**src/tsb_pkg.sv**
```systemverilog
// shared constants for the tagged split transaction slave
package tsb_pkg;
   localparam int ADDR_W = 45;
   localparam int DATA_W = 64;
   localparam int BE_W = 8;
   localparam int TAG_W = 21;
   localparam int RESP_W = TAG_W + DATA_W;
   localparam int WORD_LSB = 3;
   localparam int IDX_W = 5;
   localparam int MEM_WORDS = 32;
   localparam int SLOW_BIT = 8;
   localparam int FIFO_DEPTH = 4;
   localparam int CLK_PERIOD_NS = 50;
   localparam int SLOW_TIME_NS = 150;
   localparam int SLOW_CYCLES = (SLOW_TIME_NS + CLK_PERIOD_NS - 1) / CLK_PERIOD_NS;
   localparam int OUTSTANDING_MAX = 6;
   localparam logic OP_WRITE = 1'b0;
   localparam logic OP_READ = 1'b1;
   localparam logic [1:0] SLOT_CNT_RESET = 2'h0;
   localparam logic [2:0] OUT_CNT_RESET = 3'h0;
   localparam logic [TAG_W-1:0] TAG_RESET = 21'h0;
   localparam logic [DATA_W-1:0] DATA_RESET = 64'h0;
   typedef enum logic [1:0] {
      SLOT_IDLE = 2'b00,
      SLOT_WAIT = 2'b01,
      SLOT_READY = 2'b10
   } tsb_slot_e;
endpackage

```
**src/tsb_fifo.sv**
```systemverilog
// response fifo with valid and ready on both sides
`timescale 1ns/1ns
module tsb_fifo #(
   parameter int WIDTH = 85,
   parameter int DEPTH = 4
) (
   input wire logic ref_clk,
   input wire logic reset,
   input wire logic in_valid,
   output logic in_ready,
   input wire logic [WIDTH-1:0] in_data,
   output logic out_valid,
   input wire logic out_ready,
   output logic [WIDTH-1:0] out_data
);
   localparam int PTR_W = $clog2(DEPTH);
   localparam logic [PTR_W:0] DEPTH_CNT = (PTR_W+1)'(DEPTH);
   localparam logic [PTR_W-1:0] LAST_PTR = PTR_W'(DEPTH - 1);

   logic [WIDTH-1:0] store_r [DEPTH];
   logic [PTR_W-1:0] wr_ptr_r, wr_ptr_nxt, rd_ptr_r, rd_ptr_nxt;
   logic [PTR_W:0] count_r, count_nxt;
   logic push, pop;

   assign in_ready = (count_r != DEPTH_CNT);
   assign out_valid = (count_r != '0);
   assign out_data = store_r[rd_ptr_r];
   assign push = in_valid & in_ready;
   assign pop = out_valid & out_ready;

   always_comb begin
      wr_ptr_nxt = wr_ptr_r;
      rd_ptr_nxt = rd_ptr_r;
      count_nxt = count_r;
      if (push) begin
         wr_ptr_nxt = (wr_ptr_r == LAST_PTR) ? '0 : wr_ptr_r + 1'b1;
      end
      if (pop) begin
         rd_ptr_nxt = (rd_ptr_r == LAST_PTR) ? '0 : rd_ptr_r + 1'b1;
      end
      if (push && !pop) begin
         count_nxt = count_r + 1'b1;
      end else if (pop && !push) begin
         count_nxt = count_r - 1'b1;
      end
   end

   always_ff @(posedge ref_clk) begin
      if (reset) begin
         wr_ptr_r <= '0;
         rd_ptr_r <= '0;
         count_r <= '0;
      end else begin
         wr_ptr_r <= wr_ptr_nxt;
         rd_ptr_r <= rd_ptr_nxt;
         count_r <= count_nxt;
      end
   end

   always_ff @(posedge ref_clk) begin
      if (push) begin
         store_r[wr_ptr_r] <= in_data;
      end
   end
endmodule // tsb_fifo

```
**src/tsb_slave.sv**
```systemverilog
// memory slave on the tagged split transaction bus
`timescale 1ns/1ns
module tsb_slave (
   input wire logic ref_clk,
   input wire logic reset,
   input wire logic txn_valid,
   input wire logic op_type_alt,
   input wire logic [tsb_pkg::ADDR_W-1:0] address,
   input wire logic [tsb_pkg::BE_W-1:0] byte_lane_enables_n,
   input wire logic [tsb_pkg::TAG_W-1:0] request_tag,
   input wire logic [tsb_pkg::DATA_W-1:0] write_data,
   output logic txn_accept,
   output logic read_data_valid,
   output logic [tsb_pkg::TAG_W-1:0] response_tag,
   output logic [tsb_pkg::DATA_W-1:0] read_data
);
   import tsb_pkg::*;

   // address decode
   logic [IDX_W-1:0] word_idx;
   logic is_read, is_slow;
   logic [DATA_W-1:0] mem_word;

   assign word_idx = address[WORD_LSB +: IDX_W];
   assign is_read = (op_type_alt == OP_READ);
   assign is_slow = address[SLOW_BIT];

   // storage, one array per byte lane; enables are active low
   logic take, take_wr, take_fast, take_slow;

   genvar g;
   generate
      for (g = 0; g < BE_W; g++) begin : g_lane
         logic [7:0] lane_r [MEM_WORDS];
         always_ff @(posedge ref_clk) begin
            if (take_wr && !byte_lane_enables_n[g]) begin
               lane_r[word_idx] <= write_data[g*8 +: 8];
            end
         end
         assign mem_word[g*8 +: 8] = lane_r[word_idx];
      end
   endgenerate

   // fast read stage
   logic s1_valid_r, s1_valid_nxt;
   logic [TAG_W-1:0] s1_tag_r, s1_tag_nxt;
   logic [DATA_W-1:0] s1_data_r, s1_data_nxt;

   // slow read slot, answers later so responses can pass each other
   tsb_slot_e slot_state_r, slot_state_nxt;
   logic [1:0] slot_cnt_r, slot_cnt_nxt;
   logic [TAG_W-1:0] slot_tag_r, slot_tag_nxt;
   logic [DATA_W-1:0] slot_data_r, slot_data_nxt;

   // fifo hookup and return pacing
   logic fifo_in_valid, fifo_in_ready, fifo_out_valid, fifo_out_ready;
   logic [RESP_W-1:0] fifo_in_data, fifo_out_data;
   logic slot_push, s1_push, s1_free, pop;
   logic ret_gap_r, ret_gap_nxt;

   // output registers
   logic rdv_r, rdv_nxt;
   logic [TAG_W-1:0] rtag_r, rtag_nxt;
   logic [DATA_W-1:0] rdata_r, rdata_nxt;

   // handshake
   assign slot_push = (slot_state_r == SLOT_READY) && fifo_in_ready;
   assign s1_push = s1_valid_r && (slot_state_r != SLOT_READY) && fifo_in_ready;
   assign s1_free = !s1_valid_r || s1_push;
   // stall when the fast stage is full and cannot move into the fifo, or when a slow read finds the slow slot taken
   assign txn_accept = s1_free
      && !(is_read && is_slow && (slot_state_r != SLOT_IDLE));
   assign take = txn_valid && txn_accept;
   assign take_wr = take && !is_read;
   assign take_fast = take && is_read && !is_slow;
   assign take_slow = take && is_read && is_slow;

   always_comb begin
      s1_valid_nxt = s1_valid_r;
      s1_tag_nxt = s1_tag_r;
      s1_data_nxt = s1_data_r;
      if (s1_push) begin
         s1_valid_nxt = 1'b0;
      end
      if (take_fast) begin
         s1_valid_nxt = 1'b1;
         s1_tag_nxt = request_tag;
         s1_data_nxt = mem_word;
      end
   end

   always_ff @(posedge ref_clk) begin
      if (reset) begin
         s1_valid_r <= 1'b0;
         s1_tag_r <= TAG_RESET;
         s1_data_r <= DATA_RESET;
      end else begin
         s1_valid_r <= s1_valid_nxt;
         s1_tag_r <= s1_tag_nxt;
         s1_data_r <= s1_data_nxt;
      end
   end

   always_comb begin
      slot_state_nxt = slot_state_r;
      slot_cnt_nxt = slot_cnt_r;
      slot_tag_nxt = slot_tag_r;
      slot_data_nxt = slot_data_r;
      unique case (slot_state_r)
         SLOT_IDLE: begin
            if (take_slow) begin
               slot_state_nxt = SLOT_WAIT;
               slot_cnt_nxt = 2'(SLOW_CYCLES - 1);
               slot_tag_nxt = request_tag;
               slot_data_nxt = mem_word;
            end
         end
         SLOT_WAIT: begin
            if (slot_cnt_r == 2'h1) begin
               slot_state_nxt = SLOT_READY;
            end
            slot_cnt_nxt = slot_cnt_r - 2'h1;
         end
         SLOT_READY: begin
            if (slot_push) begin
               slot_state_nxt = SLOT_IDLE;
            end
         end
         default: begin
            slot_state_nxt = SLOT_IDLE;
         end
      endcase
   end

   always_ff @(posedge ref_clk) begin
      if (reset) begin
         slot_state_r <= SLOT_IDLE;
         slot_cnt_r <= SLOT_CNT_RESET;
         slot_tag_r <= TAG_RESET;
         slot_data_r <= DATA_RESET;
      end else begin
         slot_state_r <= slot_state_nxt;
         slot_cnt_r <= slot_cnt_nxt;
         slot_tag_r <= slot_tag_nxt;
         slot_data_r <= slot_data_nxt;
      end
   end

   // slow slot wins the fifo input; the fast stage waits
   assign fifo_in_valid = (slot_state_r == SLOT_READY) || s1_valid_r;
   assign fifo_in_data = (slot_state_r == SLOT_READY) ? {slot_tag_r, slot_data_r}
                                                       : {s1_tag_r, s1_data_r};
   // return path delivers at most every other cycle
   assign fifo_out_ready = !ret_gap_r;
   assign pop = fifo_out_valid && fifo_out_ready;

   tsb_fifo #(
      .WIDTH(RESP_W),
      .DEPTH(FIFO_DEPTH)
   ) tsb_fifo_i (
      .ref_clk(ref_clk),
      .reset(reset),
      .in_valid(fifo_in_valid),
      .in_ready(fifo_in_ready),
      .in_data(fifo_in_data),
      .out_valid(fifo_out_valid),
      .out_ready(fifo_out_ready),
      .out_data(fifo_out_data)
   );

   always_comb begin
      ret_gap_nxt = pop;
      rdv_nxt = pop;
      rtag_nxt = rtag_r;
      rdata_nxt = rdata_r;
      if (pop) begin
         rtag_nxt = fifo_out_data[RESP_W-1 -: TAG_W];
         rdata_nxt = fifo_out_data[DATA_W-1:0];
      end
   end

   always_ff @(posedge ref_clk) begin
      if (reset) begin
         ret_gap_r <= 1'b0;
         rdv_r <= 1'b0;
         rtag_r <= TAG_RESET;
         rdata_r <= DATA_RESET;
      end else begin
         ret_gap_r <= ret_gap_nxt;
         rdv_r <= rdv_nxt;
         rtag_r <= rtag_nxt;
         rdata_r <= rdata_nxt;
      end
   end

   // return path carries only read answers
   assign read_data_valid = rdv_r;
   assign response_tag = rtag_r;
   assign read_data = rdata_r;

   // checking helpers: reads in flight
   logic [2:0] out_cnt_r, out_cnt_nxt;
   always_comb begin
      out_cnt_nxt = out_cnt_r;
      if ((take_fast || take_slow) && !rdv_r) begin
         out_cnt_nxt = out_cnt_r + 3'h1;
      end else if (!(take_fast || take_slow) && rdv_r) begin
         out_cnt_nxt = out_cnt_r - 3'h1;
      end
   end
   always_ff @(posedge ref_clk) begin
      if (reset) begin
         out_cnt_r <= OUT_CNT_RESET;
      end else begin
         out_cnt_r <= out_cnt_nxt;
      end
   end
endmodule // tsb_slave

```
**config.mk**
```make
export PLATFORM = sky130hd
export DESIGN_NAME = tsb_slave
export DESIGN_NICKNAME = d
export VERILOG_FILES = /design/src/tsb_pkg.sv /design/src/tsb_fifo.sv /design/src/tsb_slave.sv
export SDC_FILE = /design/constraint.sdc
export NUM_CORES = 2
export LEC_CHECK = 0
export BUFFER_PORTS_ARGS = -buffer_cell sky130_fd_sc_hd__buf_4
export CELL_PAD_IN_SITES_DETAIL_PLACEMENT = 1
export CELL_PAD_IN_SITES_GLOBAL_PLACEMENT = 2
export CORE_AREA = 5 5 472 474
export DETAILED_ROUTE_END_ITERATION = 16
export DIE_AREA = 0 0 477 479
export PLACE_DENSITY = 0.85
export SETUP_SLACK_MARGIN = 0.02
export SLEW_MARGIN = 10
export SYNTH_ARGS = -nofsm -noshare
export SYNTH_HDL_FRONTEND = slang
export SYNTH_SLANG_ARGS = --single-unit
```
**constraint.sdc**
```tcl
create_clock -name ref_clk -period 4.8 [get_ports ref_clk]
set_clock_uncertainty 0.15 [all_clocks]
set_input_delay 0.24 -clock ref_clk [delete_from_list [all_inputs] [get_ports ref_clk]]
set_output_delay 0.24 -clock ref_clk [all_outputs]
set_load 0.05 [all_outputs]
```
## Word level (Yosys, flattened, before mapping)

Memories as Yosys holds them, arrays and structs flattened. A register that Yosys moved wholly into a read port is not among the register bits.
Cells that the tools add are included.

| storage, ports and cells | value |
|---|---|
| register bits after elaboration | 183 |
| bits in latches | 0 |
| memory bits (writable) | 2388 |
| ROM bits | 0 |
| word-level logic and storage cells | 116 |
| memories | 9 |

| cells by class | value |
|---|---|
| add/subtract/negate cells | 5 |
| multipliers | 0 |
| div/mod/pow operators | 0 |
| order comparisons | 0 |
| eq/ne operators | 10 |
| shifts and indexed selects | 0 |
| mux-type cells | 31 |
| bitwise gates (word level) | 2 |
| reductions and logical operators | 48 |

Memory list:

| name | words | bits a word | rd ports | clocked after memory_dff | wr ports | line | source |
|---|---|---|---|---|---|---|---|
| tsb_fifo_i.store_r | 4 | 85 | 1 | 1 | 1 | tsb_fifo.sv:20 | `logic [WIDTH-1:0] store_r [DEPTH];` |
| g_lane[0].lane_r | 32 | 8 | 1 | 0 | 1 | tsb_slave.sv:34 | `logic [7:0] lane_r [MEM_WORDS];` |
| g_lane[1].lane_r | 32 | 8 | 1 | 0 | 1 | tsb_slave.sv:34 |  |
| g_lane[2].lane_r | 32 | 8 | 1 | 0 | 1 | tsb_slave.sv:34 |  |
| g_lane[3].lane_r | 32 | 8 | 1 | 0 | 1 | tsb_slave.sv:34 |  |
| g_lane[4].lane_r | 32 | 8 | 1 | 0 | 1 | tsb_slave.sv:34 |  |
| +3 memories | - | - | - | - | - | - |  |

Operator list:

| operator | number |
|---|---|
| two-way mux 85 bit | 1 |
| logical AND 1 bit | 22 |
| two-way mux 1 bit | 20 |
| zero test 1 bit | 15 |
| two-way mux 2 bit | 6 |
| inequality test 2 bit (second input constant) | 4 |
| nonzero test 2 bit | 4 |
| equality test 2 bit (second input constant) | 3 |
| two-way mux 3 bit | 2 |
| one-hot mux 2 bit (3 select lines) | 1 |
| adder 2 x 1 -> 2 bit (second input constant) | 2 |
| equality test 2 x 1 -> 1 bit (second input constant) | 2 |
| one-hot mux 2 bit (2 select lines) | 1 |
| AND reduction 2 bit | 2 |
| adder 3 x 1 -> 3 bit (second input constant) | 1 |
| inequality test 3 bit (second input constant) | 1 |
| AND reduction 3 bit | 1 |
| nonzero test 3 bit | 1 |
| subtractor 3 x 1 -> 3 bit (second input constant) | 1 |
| bitwise AND 1 bit | 2 |
| zero test 2 bit | 1 |
| logical OR 1 bit | 2 |
| subtractor 2 x 1 -> 2 bit (second input constant) | 1 |

## Longest topological paths before layout

| logic depth | value |
|---|---|
| depth in word-level cells | 10 |
| mapped depth | 10 |
| depth with buffers taken out | 9 |

## Cells and area by module

Synthesis repeated with hierarchy kept, for this count alone.

| second synthesis, totals | value |
|---|---|
| cell total of the unflattened synthesis | 6150 |
| area, all modules | 101469.8 um2 |

By module, submodules not included:

| module | instances | cells an instance | area an instance (um2) |
|---|---|---|---|
| tsb_slave | 1 | 5658 | 88718.8 |
| tsb_fifo | 1 | 492 | 12751.0 |

## Least setup slack after synthesis

OpenSTA, ideal clock, no wires.

| path | value |
|---|---|
| path type | reg-to-reg |
| from | reg slot_state_r[0] |
| to | mem tsb_fifo_i.store_r[1][0], enable pin |
| data arrival time | 3.010 ns |
| required time | 4.197 ns |
| slack | 1.187 ns |
| stages on the path, launching flop included | 5 |
| path buffers | 1 |
| period minus slack after synthesis | 3.613 ns |
| cell sequence | dfxtp_1 > nand2b_1 > clkbuf_1 > a21oi_1 > and2_1 |

| between the ends | value |
|---|---|
| word-level cells in the longest chain between the ends | 5 |

RTL lines:

| what | line | source |
|---|---|---|
| start: declaration | tsb_slave.sv:50 | `tsb_slot_e slot_state_r, slot_state_nxt;` |
| start signal: assignment | tsb_slave.sv:142 | `slot_state_r <= slot_state_nxt;` |
| equality test 2 bit | tsb_slave.sv:150 | `assign fifo_in_valid = (slot_state_r == SLOT_READY) \|\| s1_valid_r;` |
| logical OR 1 bit | tsb_slave.sv:150 |  |
| bitwise AND 1 bit | tsb_fifo.sv:28 | `assign push = in_valid & in_ready;` |
| via tsb_fifo_i.push | tsb_fifo.sv:23 | `logic push, pop;` |
| two-way mux 1 bit | tsb_fifo.sv:61 | `if (push) begin` |
| two-way mux 1 bit (not written as such) | tsb_fifo.sv:62 | `store_r[wr_ptr_r] <= in_data;` |
| end: declaration | tsb_fifo.sv:20 |  |

The timed path passes the listed nets, and every way through them passes these cells.

## Worst setup path after layout

| path | value |
|---|---|
| from | in txn_valid |
| to | mem g_lane[1].lane_r[5][2], enable pin |

| between the ends | value |
|---|---|
| word-level cells in the longest chain between the ends | 5 |

RTL lines:

| what | line | source |
|---|---|---|
| start: declaration | tsb_slave.sv:6 | `input wire logic txn_valid,` |
| logical AND 1 bit | tsb_slave.sv:73 | `assign take = txn_valid && txn_accept;` |
| logical AND 1 bit | tsb_slave.sv:74 | `assign take_wr = take && !is_read;` |
| logical AND 1 bit | tsb_slave.sv:36 | `if (take_wr && !byte_lane_enables_n[g]) begin` |
| two-way mux 1 bit | tsb_slave.sv:36 |  |
| two-way mux 1 bit (not written as such) | tsb_slave.sv:37 | `lane_r[word_idx] <= write_data[g*8 +: 8];` |
| end: declaration | tsb_slave.sv:34 |  |

No other way between the ends.

==> flow_metrics.py <==
metrics = {
    "pwr": {
        "cell_internal_pwr_mw": 40.0,
        "seqPwrFrac_pct": 49.1,
        "p_comb_share_pct": 10.3,
        "clkPwrFrac_pct": 40.6,
        "p_per_area_mw_per_mm2": 451,
        "p_leak_nw": 40.0,
        "ir_drop_mv": 0.340,
        "switching_share_pct": 24.4,
        "switching_power_mw": 12.9,
    },
    "cts": {
        "cts_buffers": 290,
        "h-tree-depth": 5,
        "cts.sinks": 2656,
        "cts_buffer_depth": 4,
        "cts-root-buf": "clkbuf_16",
        "post_cts_buffers": 0,
        "cts_tree": "yes",
        "insertion_delay_ns": 0.94,
        "path_clk_slew_ns": 0.06,
    },
    "sta": {
        "fin_crit_sh_pct": 87.4,
        "slew_viol_final": 0,
        "setup_tns_ns": 0,
        "worst_slack_ns": 0.605,
        "max_freq_mhz": 238,
        "setup_viol": 0,
        "rsz0062_at_grt": "no",
        "min_period_ns": 4.19,
        "hold_violations": 0,
        "slew_headroom_pct": 16.0,
        "worst_slew_pin_slew_ns": 1.25,
    },
    "floorplan": {
        "ioPinCount": 229,
        "initial_utilization_pct": 46.7,
        "die-height_um": 479,
        "dieArea_sq_mm": 0.228,
        "core_sq_mm": 0.218,
        "rows": 172,
        "die_w_um": 477,
    },
    "final_layout": {
        "area_growth_pct": 15.0,
        "fin_cells": 9586,
        "fillers": 20000,
        "final_area_sq_mm": 0.117,
        "drive_gt1_share_pct": 13.3,
        "layout_commonest_cell": "edfxtp_1",
        "final_nets": 6639,
        "mostFrequentLayoutCells": "edfxtp_1 (2388), mux2i_1 (1027), o22ai_1 (512)",
        "post-route-util_pct": 53.7,
    },
    "yosys": {
        "async_flop_share_pct": 0,
        "synth_seq_cells": 2656,
        "ys_types": 43,
        "ys_warn_count": 0,
        "avgSynthCellArea_sq_um": 16.6,
        "synthSimpleGateAreaFrac_pct": 4.17,
        "synthXorXnorAreaFrac_pct": 0.0172,
        "synth_top_family_by_area": "multiplexers",
        "synth_fa_ha_area_share_pct": 0.105,
        "seq_area_frac_synth_pct": 75.6,
        "synth_area_sq_mm": 0.102,
        "syn_inst": 6134,
        "synthMuxAreaShare_pct": 12.0,
        "synth_edf_count": 2388,
        "synth.net_count": 6284,
        "synth_ff_type": "edfxtp_1",
        "synth_compound_area_share_pct": 6.16,
    },
    "job": {
        "max_cap_violations": 0,
    },
    "min_path": {
        "worstHoldStart": "request_tag[15]",
        "hold_path_class": "input pin to register",
        "min_path_cells": 4,
        "hold-path-endpoint": "slot_tag_r[15]",
    },
    "global_routing": {
        "grt_max_degree": 149,
        "antenna_found_initial": 18,
        "grt_pass1_wl_mm": 437,
        "grt_pass1_vias": 62000,
        "grt-ovfl-total": 0,
        "track_usage_pct": 26.0,
    },
    "setup_path": {
        "worstPathArrival_ns": 4.59,
        "r2r_setup_slack_ns": 1.00,
        "r2r_end": "slot_data_r[27]",
        "cp_max_fo": 52,
        "cp.required_ns": 5.19,
        "crit_path_end_kind": "register",
        "crit_path_start": "txn_valid",
        "start_kind": "input pin",
        "r2r_cells": 6,
        "critical_path_class": "input pin to register",
        "r2r-start": "slot_state_r[1]",
    },
    "route": {
        "routed_via_density": 6.22,
        "vias": 59700,
        "wirelength_mm": 304,
        "drc": 0,
        "wl_per_cell_um": 31.7,
        "drt_iter0_drc": 6728,
        "drt-pass1-iter-count": 6,
        "drtAntennaViolNets": 0,
    },
    "place": {
        "preCtsSetupSlack_ns": 0.895,
        "placed_area_sq_mm": 0.107,
        "gp_congestion": 0.835,
        "dp_cells": 8934,
        "portBuffers": 189,
        "dp_hpwl_mm": 187,
    },
    "status": {
        "status": "finished, final reports clean",
    },
}
-- worst max path at each step --
stage | end | cells after the start
after floorplan | tsb_fifo_i.store_r[1][0] | 4
after global placement | g_lane[0].lane_r[2][5] | 4
final | g_lane[1].lane_r[5][2] | 6
after CTS | g_lane[1].lane_r[19][6] | 4
after global routing | g_lane[5].lane_r[10][2] | 6
after detailed placement | g_lane[1].lane_r[17][3] | 4
-- registers in the layout, summed over array words and instances, names as in the netlist --
name	count
read_data_valid	1
slot_data_r	64
tsb_fifo_i.count_r	3
g_lane.lane_r	2048
slot_state_r	2
read_data	64
tsb_fifo_i.wr_ptr_r	2
tsb_fifo_i.store_r	340
response_tag	21
slot_tag_r	21
tsb_fifo_i.rd_ptr_r	2
slot_cnt_r	2
s1_valid_r	1
s1_data_r	64
s1_tag_r	21
-- through the flow --
stage                     hold WS (ns)  power (mW)
after floorplan                  0.189        29.8
after global placement           0.296        31.7
after detailed placement         0.301        31.8
after CTS                       0.0180        53.2
after global routing            0.0472        54.7
final                           0.0756        52.9
-- cells by family (layout without fill, tap and decap cells) --
kind of cell             Yosys count  after routing
flip-flops                      2656           2656
multiplexers                    1112           1112
AND/OR/NAND/NOR                  957            957
AO/OA/AOI/OAI                    951            951
buffers and inverters            448           1017
adder cells (fa/ha/maj)            8              8
XOR/XNOR                           2              2
other                              0             12
-- worst max-delay path, cell delays in order --
cell and delay [ns]:
dlygate4sd3_1 0.58, buf_6 0.37, clkinv_2 0.95, or4_1 1.31
buf_4 0.38, nor2_1 0.68
-- routing by layer --
| metal | up-vias | routed length (um) | track usage, % |
|---|---|---|---|
| met3 | 597 | 26600 | 5.76 |
| li1 | 25100 | - | - |
| met1 | 31100 | 119000 | 34.1 |
| met5 | - | 75 | 0 |
| met2 | 2821 | 145000 | 42.2 |
| met4 | 10 | 13200 | 10.8 |
-- synthesized netlist by cell type (7+ instances only) --
master / n / share of area [%]
a311oi_1: 110 / 0.94
nor2_1: 271 / 1.0
a21oi_1: 133 / 0.65
ha_1: 7 / 0.086
a31oi_1: 129 / 0.79
o22ai_1: 512 / 3.1
buf_2: 193 / 0.95
dfxtp_1: 268 / 5.3
a311oi_2: 19 / 0.28
mux2i_1: 1027 / 10
buf_1: 23 / 0.085
mux4_2: 85 / 1.9
buf_6: 19 / 0.21
or4_1: 9 / 0.066
nand2_1: 459 / 1.7
o31ai_1: 42 / 0.31
nor4_1: 128 / 0.79
nand4_1: 42 / 0.26
edfxtp_1: 2388 / 70
clkbuf_1: 203 / 0.75
-- power by group through the flow --
| stage | clock (mW) | combinational, mW | sequential (mW) |
|---|---|---|---|
| floorplan | 0 | 2.39 | 27.4 |
| global placement | 0 | 5.23 | 26.4 |
| detailed placement | 0 | 5.35 | 26.5 |
| CTS | 21.7 | 5.47 | 26.0 |
| global route | 22.9 | 5.76 | 26.0 |
| finish | 21.5 | 5.47 | 26.0 |
-- timing repair --
action,in CTS,in global routing
resized for setup,0,0
hold buffers,133,0
endpoints found under the hold margin,2240,0
-- final cells by class --
type / instances / area (sq um) / area share, %
flip-flops and latches: 2656 / 77100 / 65.7
diodes: 12 / 30.0 / 0.0256
clock buffers: 399 / 8050 / 6.86
inverters: 7 / 28.8 / 0.0245
clock inverters: 107 / 970 / 0.827
repair buffers: 504 / 4470 / 3.81
multi-input cells: 3030 / 23000 / 19.7
well taps: 2871 / 3590 / 3.06
Note: power is estimated with default switching activity, not from simulation.
